$ cat config.mk
export PLATFORM = sky130hd
export DESIGN_NAME = xcvr_static_ctrl
export DESIGN_NICKNAME = d
export VERILOG_FILES = /design/src/hdl/xcvr_ctrl_pkg.sv /design/src/hdl/parity_unit.sv /design/src/hdl/char_framer.sv /design/src/hdl/xcvr_static_ctrl.sv
export SDC_FILE = /design/constraint.sdc
export NUM_CORES = 1
export LEC_CHECK = 0
export BUFFER_PORTS_ARGS = -buffer_cell sky130_fd_sc_hd__buf_2
export CAP_MARGIN = 20
export CORE_UTILIZATION = 50
export DETAILED_ROUTE_END_ITERATION = 10
export HOLD_SLACK_MARGIN = 0.15
export PLACE_DENSITY = 0.78
export SYNTH_ARGS = -nofsm -noshare
export SYNTH_HDL_FRONTEND = slang
export SYNTH_SLANG_ARGS = --single-unit
export TNS_END_PERCENT = 5
$ cat constraint.sdc
create_clock -name ref_clk -period 4.5 [get_ports ref_clk]
set_clock_uncertainty 0.2 [all_clocks]
set_input_delay 0.225 -clock ref_clk [delete_from_list [all_inputs] [get_ports ref_clk]]
set_output_delay 0.225 -clock ref_clk [all_outputs]
set_load 0.005 [all_outputs]
$ cat src/hdl/xcvr_ctrl_pkg.sv
// shared types, constants and decode helpers for the transceiver static control block
package xcvr_ctrl_pkg;

    // ------------------------------------------------------------
    // three-level selects
    // ------------------------------------------------------------
    typedef enum logic [1:0] {
        LVL_LOW = 2'b00,
        LVL_MID = 2'b01,
        LVL_HIGH = 2'b10
    } level_type;

    typedef enum logic [1:0] {
        RATE_195_400 = 2'b00,
        RATE_400_800 = 2'b01,
        RATE_800_1500 = 2'b10
    } rate_range_type;

    // ------------------------------------------------------------
    // carriers
    // ------------------------------------------------------------
    typedef struct packed {
        logic [7:0] data;
        logic [1:0] control;
        logic parity;
    } tx_word_type;

    typedef struct packed {
        logic [7:0] data;
        logic [2:0] status;
    } rx_word_type;

    typedef struct packed {
        logic seen;
        logic [3:0] offset;
        logic disparity_ok;
    } frame_hit_type;

    // ------------------------------------------------------------
    // constants
    // ------------------------------------------------------------
    localparam int CHAR_BITS = 10;
    localparam int WINDOW_BITS = 50;
    localparam logic [2:0] WINDOW_CHARS = 3'((WINDOW_BITS - CHAR_BITS) / CHAR_BITS);
    localparam logic [2:0] CONSEC_CHARS = 3'h4;
    localparam logic [3:0] OFFSET_RESET = 4'h0;
    localparam int SETTLE_LIMIT = 16;
    localparam logic [3:0] SETTLE_CYCLES = 4'h8;
    localparam logic [3:0] EBUF_NOMINAL = 4'h8;
    localparam logic [3:0] EBUF_READ_RESET = 4'h0;
    localparam logic [7:0] BYTE_RESET = 8'h00;
    localparam logic [2:0] STATUS_RESET = 3'h0;

    // ------------------------------------------------------------
    // helpers
    // ------------------------------------------------------------
    // 2'b00 low, 2'b01 middle, anything else high
    function automatic level_type decode_level(input logic [1:0] code);
        case (code)
            2'b00: decode_level = LVL_LOW;
            2'b01: decode_level = LVL_MID;
            default: decode_level = LVL_HIGH;
        endcase
    endfunction

    // bit that makes the total count of ones odd
    function automatic logic odd_fill(input logic [10:0] bits);
        odd_fill = ~(^bits);
    endfunction

endpackage

$ cat src/hdl/parity_unit.sv
// odd parity check on the transmit word and odd parity generation for the receive word
`timescale 1ns/10ps
module parity_unit
    import xcvr_ctrl_pkg::*;
(
    input wire xcvr_ctrl_pkg::level_type parity_mode,
    input wire logic encoder_on,
    input wire logic decoder_on,
    input wire xcvr_ctrl_pkg::tx_word_type tx_word,
    input wire xcvr_ctrl_pkg::rx_word_type rx_word,
    output logic tx_parity_bad,
    output logic rx_parity,
    output logic rx_parity_drive
);

    logic [10:0] tx_cover;
    logic [10:0] rx_cover;

    always_comb
    begin
        tx_cover = {3'h0, tx_word.data};
        rx_cover = {3'h0, rx_word.data};
        case (parity_mode)
            LVL_MID:
            begin
                if (!encoder_on)
                begin
                    tx_cover = {1'b0, tx_word.control, tx_word.data}; // see RULE6
                end
                if (!decoder_on)
                begin
                    rx_cover = {1'b0, rx_word.status[1:0], rx_word.data}; // see RULE6
                end
            end
            LVL_HIGH:
            begin
                tx_cover = {1'b0, tx_word.control, tx_word.data}; // see RULE7
                rx_cover = {rx_word.status, rx_word.data}; // see RULE7
            end
            default:
            begin
                tx_cover = {3'h0, tx_word.data};
                rx_cover = {3'h0, rx_word.data};
            end
        endcase
        // data plus its parity bit must hold an odd count of ones
        tx_parity_bad = (parity_mode != LVL_LOW)
            && (odd_fill(tx_cover) != tx_word.parity); // see RULE5
        rx_parity = (parity_mode != LVL_LOW) && odd_fill(rx_cover); // see RULE5
        rx_parity_drive = (parity_mode != LVL_LOW); // see RULE4
    end

endmodule

$ cat src/hdl/char_framer.sv
// character framer: low-latency, pair-in-window and four-in-a-row modes
`timescale 1ns/10ps
module char_framer
    import xcvr_ctrl_pkg::*;
(
    input wire logic ref_clk,
    input wire logic srst,
    input wire logic ce,
    input wire logic clear,
    input wire xcvr_ctrl_pkg::level_type mode,
    input wire logic char_valid,
    input wire xcvr_ctrl_pkg::frame_hit_type hit,
    output logic [3:0] offset,
    output logic clk_stretch,
    output logic reframe
);

    logic [3:0] cand_offset;
    logic cand_valid;
    logic [2:0] cand_age;
    logic [2:0] run_cnt;
    logic [3:0] next_offset;
    logic [3:0] next_cand_offset;
    logic next_cand_valid;
    logic [2:0] next_cand_age;
    logic [2:0] next_run_cnt;
    logic next_clk_stretch;
    logic next_reframe;

    always_comb
    begin
        next_offset = offset;
        next_cand_offset = cand_offset;
        next_cand_valid = cand_valid;
        next_cand_age = cand_age;
        next_run_cnt = run_cnt;
        next_clk_stretch = 1'b0;
        next_reframe = 1'b0;
        if (char_valid)
        begin
            case (mode)
                LVL_LOW:
                begin
                    if (hit.seen)
                    begin
                        next_reframe = 1'b1; // see RULE14
                        next_offset = hit.offset;
                        next_clk_stretch = (hit.offset != offset); // see RULE14
                    end
                end
                LVL_MID:
                begin
                    if (hit.seen && cand_valid && hit.offset == cand_offset
                        && cand_age < WINDOW_CHARS)
                    begin
                        next_reframe = 1'b1; // see RULE1
                        next_offset = hit.offset; // see RULE2
                        next_cand_valid = 1'b0;
                    end
                    else if (hit.seen)
                    begin
                        next_cand_offset = hit.offset;
                        next_cand_valid = 1'b1;
                        next_cand_age = 3'h0;
                    end
                    else if (cand_age != 3'h7)
                    begin
                        next_cand_age = cand_age + 3'h1;
                    end
                end
                LVL_HIGH:
                begin
                    if (hit.seen && hit.disparity_ok
                        && (run_cnt == 3'h0 || hit.offset == cand_offset))
                    begin
                        next_cand_offset = hit.offset;
                        if (run_cnt + 3'h1 == CONSEC_CHARS)
                        begin
                            next_reframe = 1'b1; // see RULE3
                            next_offset = hit.offset; // see RULE2
                            next_run_cnt = 3'h0;
                        end
                        else
                        begin
                            next_run_cnt = run_cnt + 3'h1;
                        end
                    end
                    else if (hit.seen && hit.disparity_ok)
                    begin
                        next_cand_offset = hit.offset;
                        next_run_cnt = 3'h1;
                    end
                    else
                    begin
                        next_run_cnt = 3'h0; // see RULE3
                    end
                end
                default:
                begin
                    next_run_cnt = 3'h0;
                end
            endcase
        end
    end

    always_ff @(posedge ref_clk)
    begin
        if (srst || clear)
        begin
            offset <= OFFSET_RESET;
            cand_offset <= OFFSET_RESET;
            cand_valid <= 1'b0;
            cand_age <= 3'h0;
            run_cnt <= 3'h0;
            clk_stretch <= 1'b0;
            reframe <= 1'b0;
        end
        else if (ce)
        begin
            offset <= next_offset;
            cand_offset <= next_cand_offset;
            cand_valid <= next_cand_valid;
            cand_age <= next_cand_age;
            run_cnt <= next_run_cnt;
            clk_stretch <= next_clk_stretch;
            reframe <= next_reframe;
        end
    end
endmodule

$ cat src/hdl/xcvr_static_ctrl.sv
// top of the transceiver static control block: selects, reset, latches, parity and framing
//
// How it works
// RULE1 - in middle framing mode, two framing characters at one alignment within 50 bits reframe.
// RULE2 - both multi-byte framing modes keep the character clock phase whatever the offset.
// RULE3 - in high framing mode, four consecutive allowed-disparity framing characters at one alignment reframe.
// RULE4 - with parity control low nothing is checked and the receive parity pin is undriven.
// RULE5 - parity middle with coding on: odd parity over tx byte plus parity bit and over rx byte.
// RULE6 - parity middle with coding bypassed: tx control bits and rx status [1:0] join the parity.
// RULE7 - parity high: tx byte and control bits are checked, rx byte plus status [2:0] covered.
// RULE8 - the rate select picks the 195-400, 400-800 or 800-1500 MBaud range of both PLLs.
// RULE9 - the controller must not pick the half-rate reference with the rate select low.
// RULE10 - reset sampled low clears all state machines and counters and sets nominal pointer offset.
// RULE11 - status and data outputs settle in fewer than 16 clocks after reset release.
// RULE12 - reset clears the self-test, output-enable and receive-channel latches.
// RULE13 - the controller should reset after power-up when the buffers are used.
// RULE14 - low framing mode reframes on every framing character, stretching the character clock when the offset changes.
// RULE15 - with the decoder select low, raw 10-bit characters pass to the receive register.
// RULE16 - each three-level select is held stable and decodes to low, middle or high.
`timescale 1ns/10ps
module xcvr_static_ctrl
    import xcvr_ctrl_pkg::*;
(
    input wire logic ref_clk,
    input wire logic srst,
    input wire logic ce,
    input wire logic device_init_n,
    input wire logic [1:0] framer_mode_select,
    input wire logic [1:0] parity_control_select,
    input wire logic [1:0] serial_rate_select,
    input wire logic [1:0] tx_encode_select,
    input wire logic [1:0] decoder_select,
    input wire logic [1:0] tx_ref_rate_select,
    input wire xcvr_ctrl_pkg::tx_word_type tx_parallel_byte,
    input wire logic rx_char_valid,
    input wire logic [9:0] rx_raw_char,
    input wire xcvr_ctrl_pkg::rx_word_type rx_decoded,
    input wire xcvr_ctrl_pkg::frame_hit_type frame_hit,
    input wire logic selftest_latch_enable,
    input wire logic output_enable_latch,
    input wire logic rx_channel_latch_enable,
    input wire logic selftest_request,
    input wire logic output_enable_request,
    input wire logic rx_channel_request,
    output xcvr_ctrl_pkg::rx_word_type rx_parallel_byte,
    output logic rx_parity_out,
    output logic rx_parity_oe,
    output logic tx_parity_error,
    output logic [3:0] char_offset,
    output logic char_clk_stretch,
    output logic reframe_pulse,
    output xcvr_ctrl_pkg::rate_range_type rate_range,
    output logic rate_config_invalid,
    output logic selftest_active,
    output logic outputs_enabled,
    output logic rx_channel_enabled,
    output logic [3:0] ebuf_wr_ptr,
    output logic [3:0] ebuf_rd_ptr,
    output logic status_ready
);

    // ------------------------------------------------------------
    // select decode and reset
    // ------------------------------------------------------------
    level_type framer_mode;
    level_type parity_mode;
    level_type rate_level;
    level_type encode_level;
    level_type decode_mode;
    level_type ref_rate_level;
    logic held_reset;
    logic encoder_on;
    logic decoder_on;

    always_comb
    begin
        framer_mode = decode_level(framer_mode_select); // see RULE16
        parity_mode = decode_level(parity_control_select); // see RULE16
        rate_level = decode_level(serial_rate_select); // see RULE16
        encode_level = decode_level(tx_encode_select); // see RULE16
        decode_mode = decode_level(decoder_select); // see RULE16
        ref_rate_level = decode_level(tx_ref_rate_select); // see RULE16
        encoder_on = (encode_level != LVL_LOW);
        decoder_on = (decode_mode != LVL_LOW);
        // pin is sampled on the clock edge like every other input
        held_reset = srst || !device_init_n; // see RULE10
    end

    // ------------------------------------------------------------
    // parity and framing
    // ------------------------------------------------------------
    rx_word_type rx_word;
    logic tx_bad;
    logic rx_par;
    logic rx_par_drive;

    always_comb
    begin
        if (decoder_on)
        begin
            rx_word = rx_decoded;
        end
        else
        begin
            // raw character: low eight bits as data, top two in status[1:0]
            rx_word = '{data: rx_raw_char[7:0], status: {1'b0, rx_raw_char[9:8]}}; // see RULE15
        end
    end

    parity_unit parity
    (
        .parity_mode(parity_mode),
        .encoder_on(encoder_on),
        .decoder_on(decoder_on),
        .tx_word(tx_parallel_byte),
        .rx_word(rx_word),
        .tx_parity_bad(tx_bad),
        .rx_parity(rx_par),
        .rx_parity_drive(rx_par_drive)
    );

    char_framer framer
    (
        .ref_clk(ref_clk),
        .srst(srst),
        .ce(ce),
        .clear(held_reset), // see RULE10
        .mode(framer_mode),
        .char_valid(rx_char_valid),
        .hit(frame_hit),
        .offset(char_offset),
        .clk_stretch(char_clk_stretch),
        .reframe(reframe_pulse)
    );

    // ------------------------------------------------------------
    // registered state
    // ------------------------------------------------------------
    rx_word_type next_rx_parallel_byte;
    logic next_rx_parity_out;
    logic next_rx_parity_oe;
    logic next_tx_parity_error;
    rate_range_type next_rate_range;
    logic next_rate_config_invalid;
    logic next_selftest_active;
    logic next_outputs_enabled;
    logic next_rx_channel_enabled;
    logic [3:0] next_ebuf_wr_ptr;
    logic [3:0] next_ebuf_rd_ptr;
    logic [3:0] settle_cnt;
    logic [3:0] next_settle_cnt;
    logic next_status_ready;

    always_comb
    begin
        next_rx_parallel_byte = rx_parallel_byte;
        if (rx_char_valid)
        begin
            next_rx_parallel_byte = rx_word; // see RULE15
        end
        next_rx_parity_out = rx_par_drive ? rx_par : 1'b0; // see RULE4
        next_rx_parity_oe = rx_par_drive; // see RULE4
        next_tx_parity_error = tx_bad; // see RULE5
        case (rate_level)
            LVL_LOW: next_rate_range = RATE_195_400; // see RULE8
            LVL_MID: next_rate_range = RATE_400_800; // see RULE8
            default: next_rate_range = RATE_800_1500; // see RULE8
        endcase
        // flag the combination the controller must avoid
        next_rate_config_invalid = (rate_level == LVL_LOW)
            && (ref_rate_level == LVL_HIGH); // see RULE9
        next_selftest_active = selftest_latch_enable ? selftest_request : selftest_active;
        next_outputs_enabled = output_enable_latch ? output_enable_request : outputs_enabled;
        next_rx_channel_enabled = rx_channel_latch_enable ? rx_channel_request
            : rx_channel_enabled;
        // pointer pair free-runs keeping the nominal separation
        next_ebuf_wr_ptr = ebuf_wr_ptr + 4'h1;
        next_ebuf_rd_ptr = ebuf_rd_ptr + 4'h1;
        next_settle_cnt = settle_cnt;
        next_status_ready = status_ready;
        if (settle_cnt == SETTLE_CYCLES - 4'h1)
        begin
            next_status_ready = 1'b1; // see RULE11
        end
        else
        begin
            next_settle_cnt = settle_cnt + 4'h1;
        end
    end

    always_ff @(posedge ref_clk)
    begin
        if (held_reset)
        begin
            rx_parallel_byte <= '{data: BYTE_RESET, status: STATUS_RESET}; // see RULE11
            rx_parity_out <= 1'b0;
            rx_parity_oe <= 1'b0;
            tx_parity_error <= 1'b0;
            rate_range <= RATE_195_400;
            rate_config_invalid <= 1'b0;
            selftest_active <= 1'b0; // see RULE12
            outputs_enabled <= 1'b0; // see RULE12
            rx_channel_enabled <= 1'b0; // see RULE12
            ebuf_wr_ptr <= EBUF_NOMINAL; // see RULE10
            ebuf_rd_ptr <= EBUF_READ_RESET; // see RULE10
            settle_cnt <= 4'h0; // see RULE10
            status_ready <= 1'b0;
        end
        else if (ce)
        begin
            rx_parallel_byte <= next_rx_parallel_byte;
            rx_parity_out <= next_rx_parity_out;
            rx_parity_oe <= next_rx_parity_oe;
            tx_parity_error <= next_tx_parity_error;
            rate_range <= next_rate_range;
            rate_config_invalid <= next_rate_config_invalid;
            selftest_active <= next_selftest_active;
            outputs_enabled <= next_outputs_enabled;
            rx_channel_enabled <= next_rx_channel_enabled;
            ebuf_wr_ptr <= next_ebuf_wr_ptr;
            ebuf_rd_ptr <= next_ebuf_rd_ptr;
            settle_cnt <= next_settle_cnt;
            status_ready <= next_status_ready;
        end
    end
endmodule

==> flow_metrics.env <==
export IMPL_rsz0062_at_grt="no"
export IMPL_synth_top_family_by_area="simple AND/OR/NAND/NOR gates"
export IMPL_postRouteAntennaNets=0
export IMPL_powerDensity_nw_per_um2=254
export IMPL_synthXorXnorAreaFrac=0.145
export IMPL_fillCellCount=358
export IMPL_reg2reg_from="framer.cand_offset[3]"
export IMPL_synthAdderAreaFrac=0.0445
export IMPL_hold_viol_final=0
export IMPL_cts_path_max_buffers=2
export IMPL_drive_gt1_frac=0.248
export IMPL_synthDistinctLibCells=33
export IMPL_first_pass_iters=4
export IMPL_grt_pass1_wl_um=10800
export IMPL_drc_errors=0
export IMPL_synth_compound_area_frac=0.113
export IMPL_outcome="finished, final reports clean"
export IMPL_ys_seq_elements=50
export IMPL_grt_total_usage=0.259
export IMPL_multi_input_area_um2=1440
export IMPL_wl_met2_um=3300
export IMPL_h_tree_depth=2
export IMPL_post_cts_buffers=0
export IMPL_clock_sinks=50
export IMPL_cp_top_family="buffers and inverters"
export IMPL_slew_headroom=0.312
export IMPL_cts_root_buf="clkbuf_8"
export IMPL_slowest_stage="and2_1"
export IMPL_grt_overflow=0
export IMPL_drt_wl_total_um=6560
export IMPL_routed_wl_met3_um=351
export IMPL_worst_path_buf_inv=2
export IMPL_dp_hpwl_um=3880
export IMPL_synth_nets=370
export IMPL_ctsResizeCount=0
export IMPL_ir_worst_vdd_mv=0.165
export IMPL_instances_no_fill=494
export IMPL_fp_dieW_um=73.2
export IMPL_place_area_um2=3030
export IMPL_start_util=0.529
export IMPL_die_h_um=73.2
export IMPL_leakagePower_uw=0.00158
export IMPL_core_area_um2=4790
export IMPL_cp_end_kind="register"
export IMPL_syn_area_um2=2530
export IMPL_synthToLayoutAreaGrowth_pct=39.5
export IMPL_std_cell_rows=25
export IMPL_avgSynthCellArea_um2=8.44
export IMPL_drt_iter0_markers=89
export IMPL_seqCellArea_um2=1000
export IMPL_antenna_cells=0
export IMPL_synth_mux_area_frac=0.0553
export IMPL_wl_per_cell_um=13.3
export IMPL_period_minus_slack_ps=2390
export IMPL_cap_violations=0
export IMPL_grt_pass1_vias=2471
export IMPL_min_from="parity_control_select[1]"
export IMPL_slew_viol_final=0
export IMPL_crit_chain="buf_2, and2_1, nor2_1, a311oi_1, dlygate4sd3_1"
export IMPL_clock_fmax_mhz=418
export IMPL_yosys_area_share_simple=0.211
export IMPL_crit_path_max_incr_delay_ps=850
export IMPL_cts_tree="built"
export IMPL_crit_fanout=27
export IMPL_cts_made_buffers=5
export IMPL_cts_clk_slew_worst_paths_ps=90
export IMPL_setup_tns_ps=0
export IMPL_yosysTopAreaCell="dfxtp_1"
export IMPL_grt_max_degree=53
export IMPL_ctsHoldBuffers=42
export IMPL_place_gp_congestion=0.796
export IMPL_nets=497
export IMPL_synth_seq_area_share=0.395
export IMPL_final_period_utilization=0.531
export IMPL_arrival_ps=2450
export IMPL_vias_per_cell=5.26
export IMPL_place_inst=445
export IMPL_synth_area_leaders="dfxtp_1 40%, xnor2_1 9.7%, nand2_1 7.1%, nor2_1 6.1%, mux2i_1 5.5%"
export IMPL_top_layer_used="met4"
export IMPL_wl_met1_um=2660
export IMPL_pin_count=96
export IMPL_setup_viol=0
export IMPL_hp_class="in2reg"
export IMPL_antenna_found_initial=0
export IMPL_tightest_slew_ps=1030
export IMPL_cp_start_kind="input pin"
export IMPL_num_vias=2600
export IMPL_synth_warnings=0
export IMPL_final_area_um2=3530
export IMPL_netlist_instances=300
export IMPL_dieArea_um2=5350
export IMPL_final_core_util=0.738
export IMPL_critical_path_class="in2reg"
export IMPL_critPathLaunch="ce"
export IMPL_netlist_area_leader_share=0.395
export IMPL_clock_latency_ps=310
export IMPL_port_buffers=94
export IMPL_total_power_uw=897
export IMPL_required_ps=4560
==> metrics by stage <==
step | setup slack (ps) | hold slack (ps)
2_1_floorplan | 2780 | 169
3_3_place_gp | 1860 | 240
3_5_place_dp | 1820 | 248
4_1_cts | 2150 | 167
5_1_grt | 1860 | 177
6_report | 2110 | 167
==> placed cells by master, fill, tap and decap left out, types with 9 or more instances in the layout <==
| cell type | count |
|---|---|
| xor2_1 | 14 |
| nand2_1 | 48 |
| xnor2_1 | 28 |
| a21oi_1 | 19 |
| ha_1 | 9 |
| dfxtp_1 | 50 |
| a311oi_1 | 10 |
| nor2_1 | 41 |
| buf_2 | 94 |
| mux2i_1 | 14 |
| dlygate4sd3_1 | 42 |
==> synth_stat cells (all sizes together) <==
| master | number |
|---|---|
| dfxtp | 50 |
| nand2 | 48 |
| nor2 | 41 |
| xnor2 | 28 |
| a21oi | 19 |
| clkbuf | 14 |
| mux2i | 14 |
| xor2 | 14 |
| a311oi | 10 |
| ha | 9 |
| inv | 8 |
| nand4 | 7 |
| nand3 | 5 |
| nor4 | 4 |
| o21ai | 4 |
| or3 | 3 |
| a211oi | 2 |
| a31oi | 2 |
| buf | 2 |
| nand2b | 2 |
| nor3 | 2 |
| nor4b | 2 |
| a211o | 1 |
| a22oi | 1 |
| and2 | 1 |
| nand3b | 1 |
| nor2b | 1 |
| nor3b | 1 |
| o211ai | 1 |
| o311ai | 1 |
| or2 | 1 |
| or3b | 1 |
==> power by group <==
group | switching (uW) | internal, uW | total (uW)
Sequential | 5.82 | 451 | 457
Clock | 154 | 106 | 260
Combinational | 86.0 | 93.4 | 179
==> tightest hold or removal path, cell delays in order <==
cell,delay (ps)
buf_2,100
nor2_1,80
a211oi_1,220
==> cell type report <==
type	instances	share of cell area
Tap cell	67	0.0237
Clock buffer	5	0.0195
Inverter	8	0.00850
Timing Repair Buffer	136	0.252
Clock inverter	2	0.00425
Multi-Input combinational cell	226	0.409
Sequential cell	50	0.283
==> layer usage <==
layer / track usage / up-vias
li1: - / 1268
met1: 0.293 / 1203
met2: 0.459 / 106
met3: 0.0566 / 23
met4: 0.126 / 0
met5: 0 / -
==> path summary, 6_finish.rpt <==
path,to,slack [ps],cells after the start
min reg2reg,framer.cand_valid,270,2
min,rx_parity_oe,170,3
max reg2reg,framer.offset[1],2530,6
max,rx_parallel_byte[4],2110,5
==> cell families (layout without fill, tap and decap cells) <==
family | Yosys count | after routing
buf+inv | 24 | 151
fa+ha+maj | 9 | 9
compound gates | 41 | 41
mux | 14 | 14
xor+xnor | 42 | 42
flops | 50 | 50
simple gates | 120 | 120
==> flip-flops by register name, indices dropped and copies added (netlist names), 2 cells and up <==
signal / flops
framer.cand_offset: 4
framer.offset: 4
settle_cnt: 4
framer.cand_age: 3
rx_parallel_byte: 11
rate_range: 2
ebuf_rd_ptr: 4
ebuf_wr_ptr: 4
framer.run_cnt: 3
(Power assumes the default switching activity.)
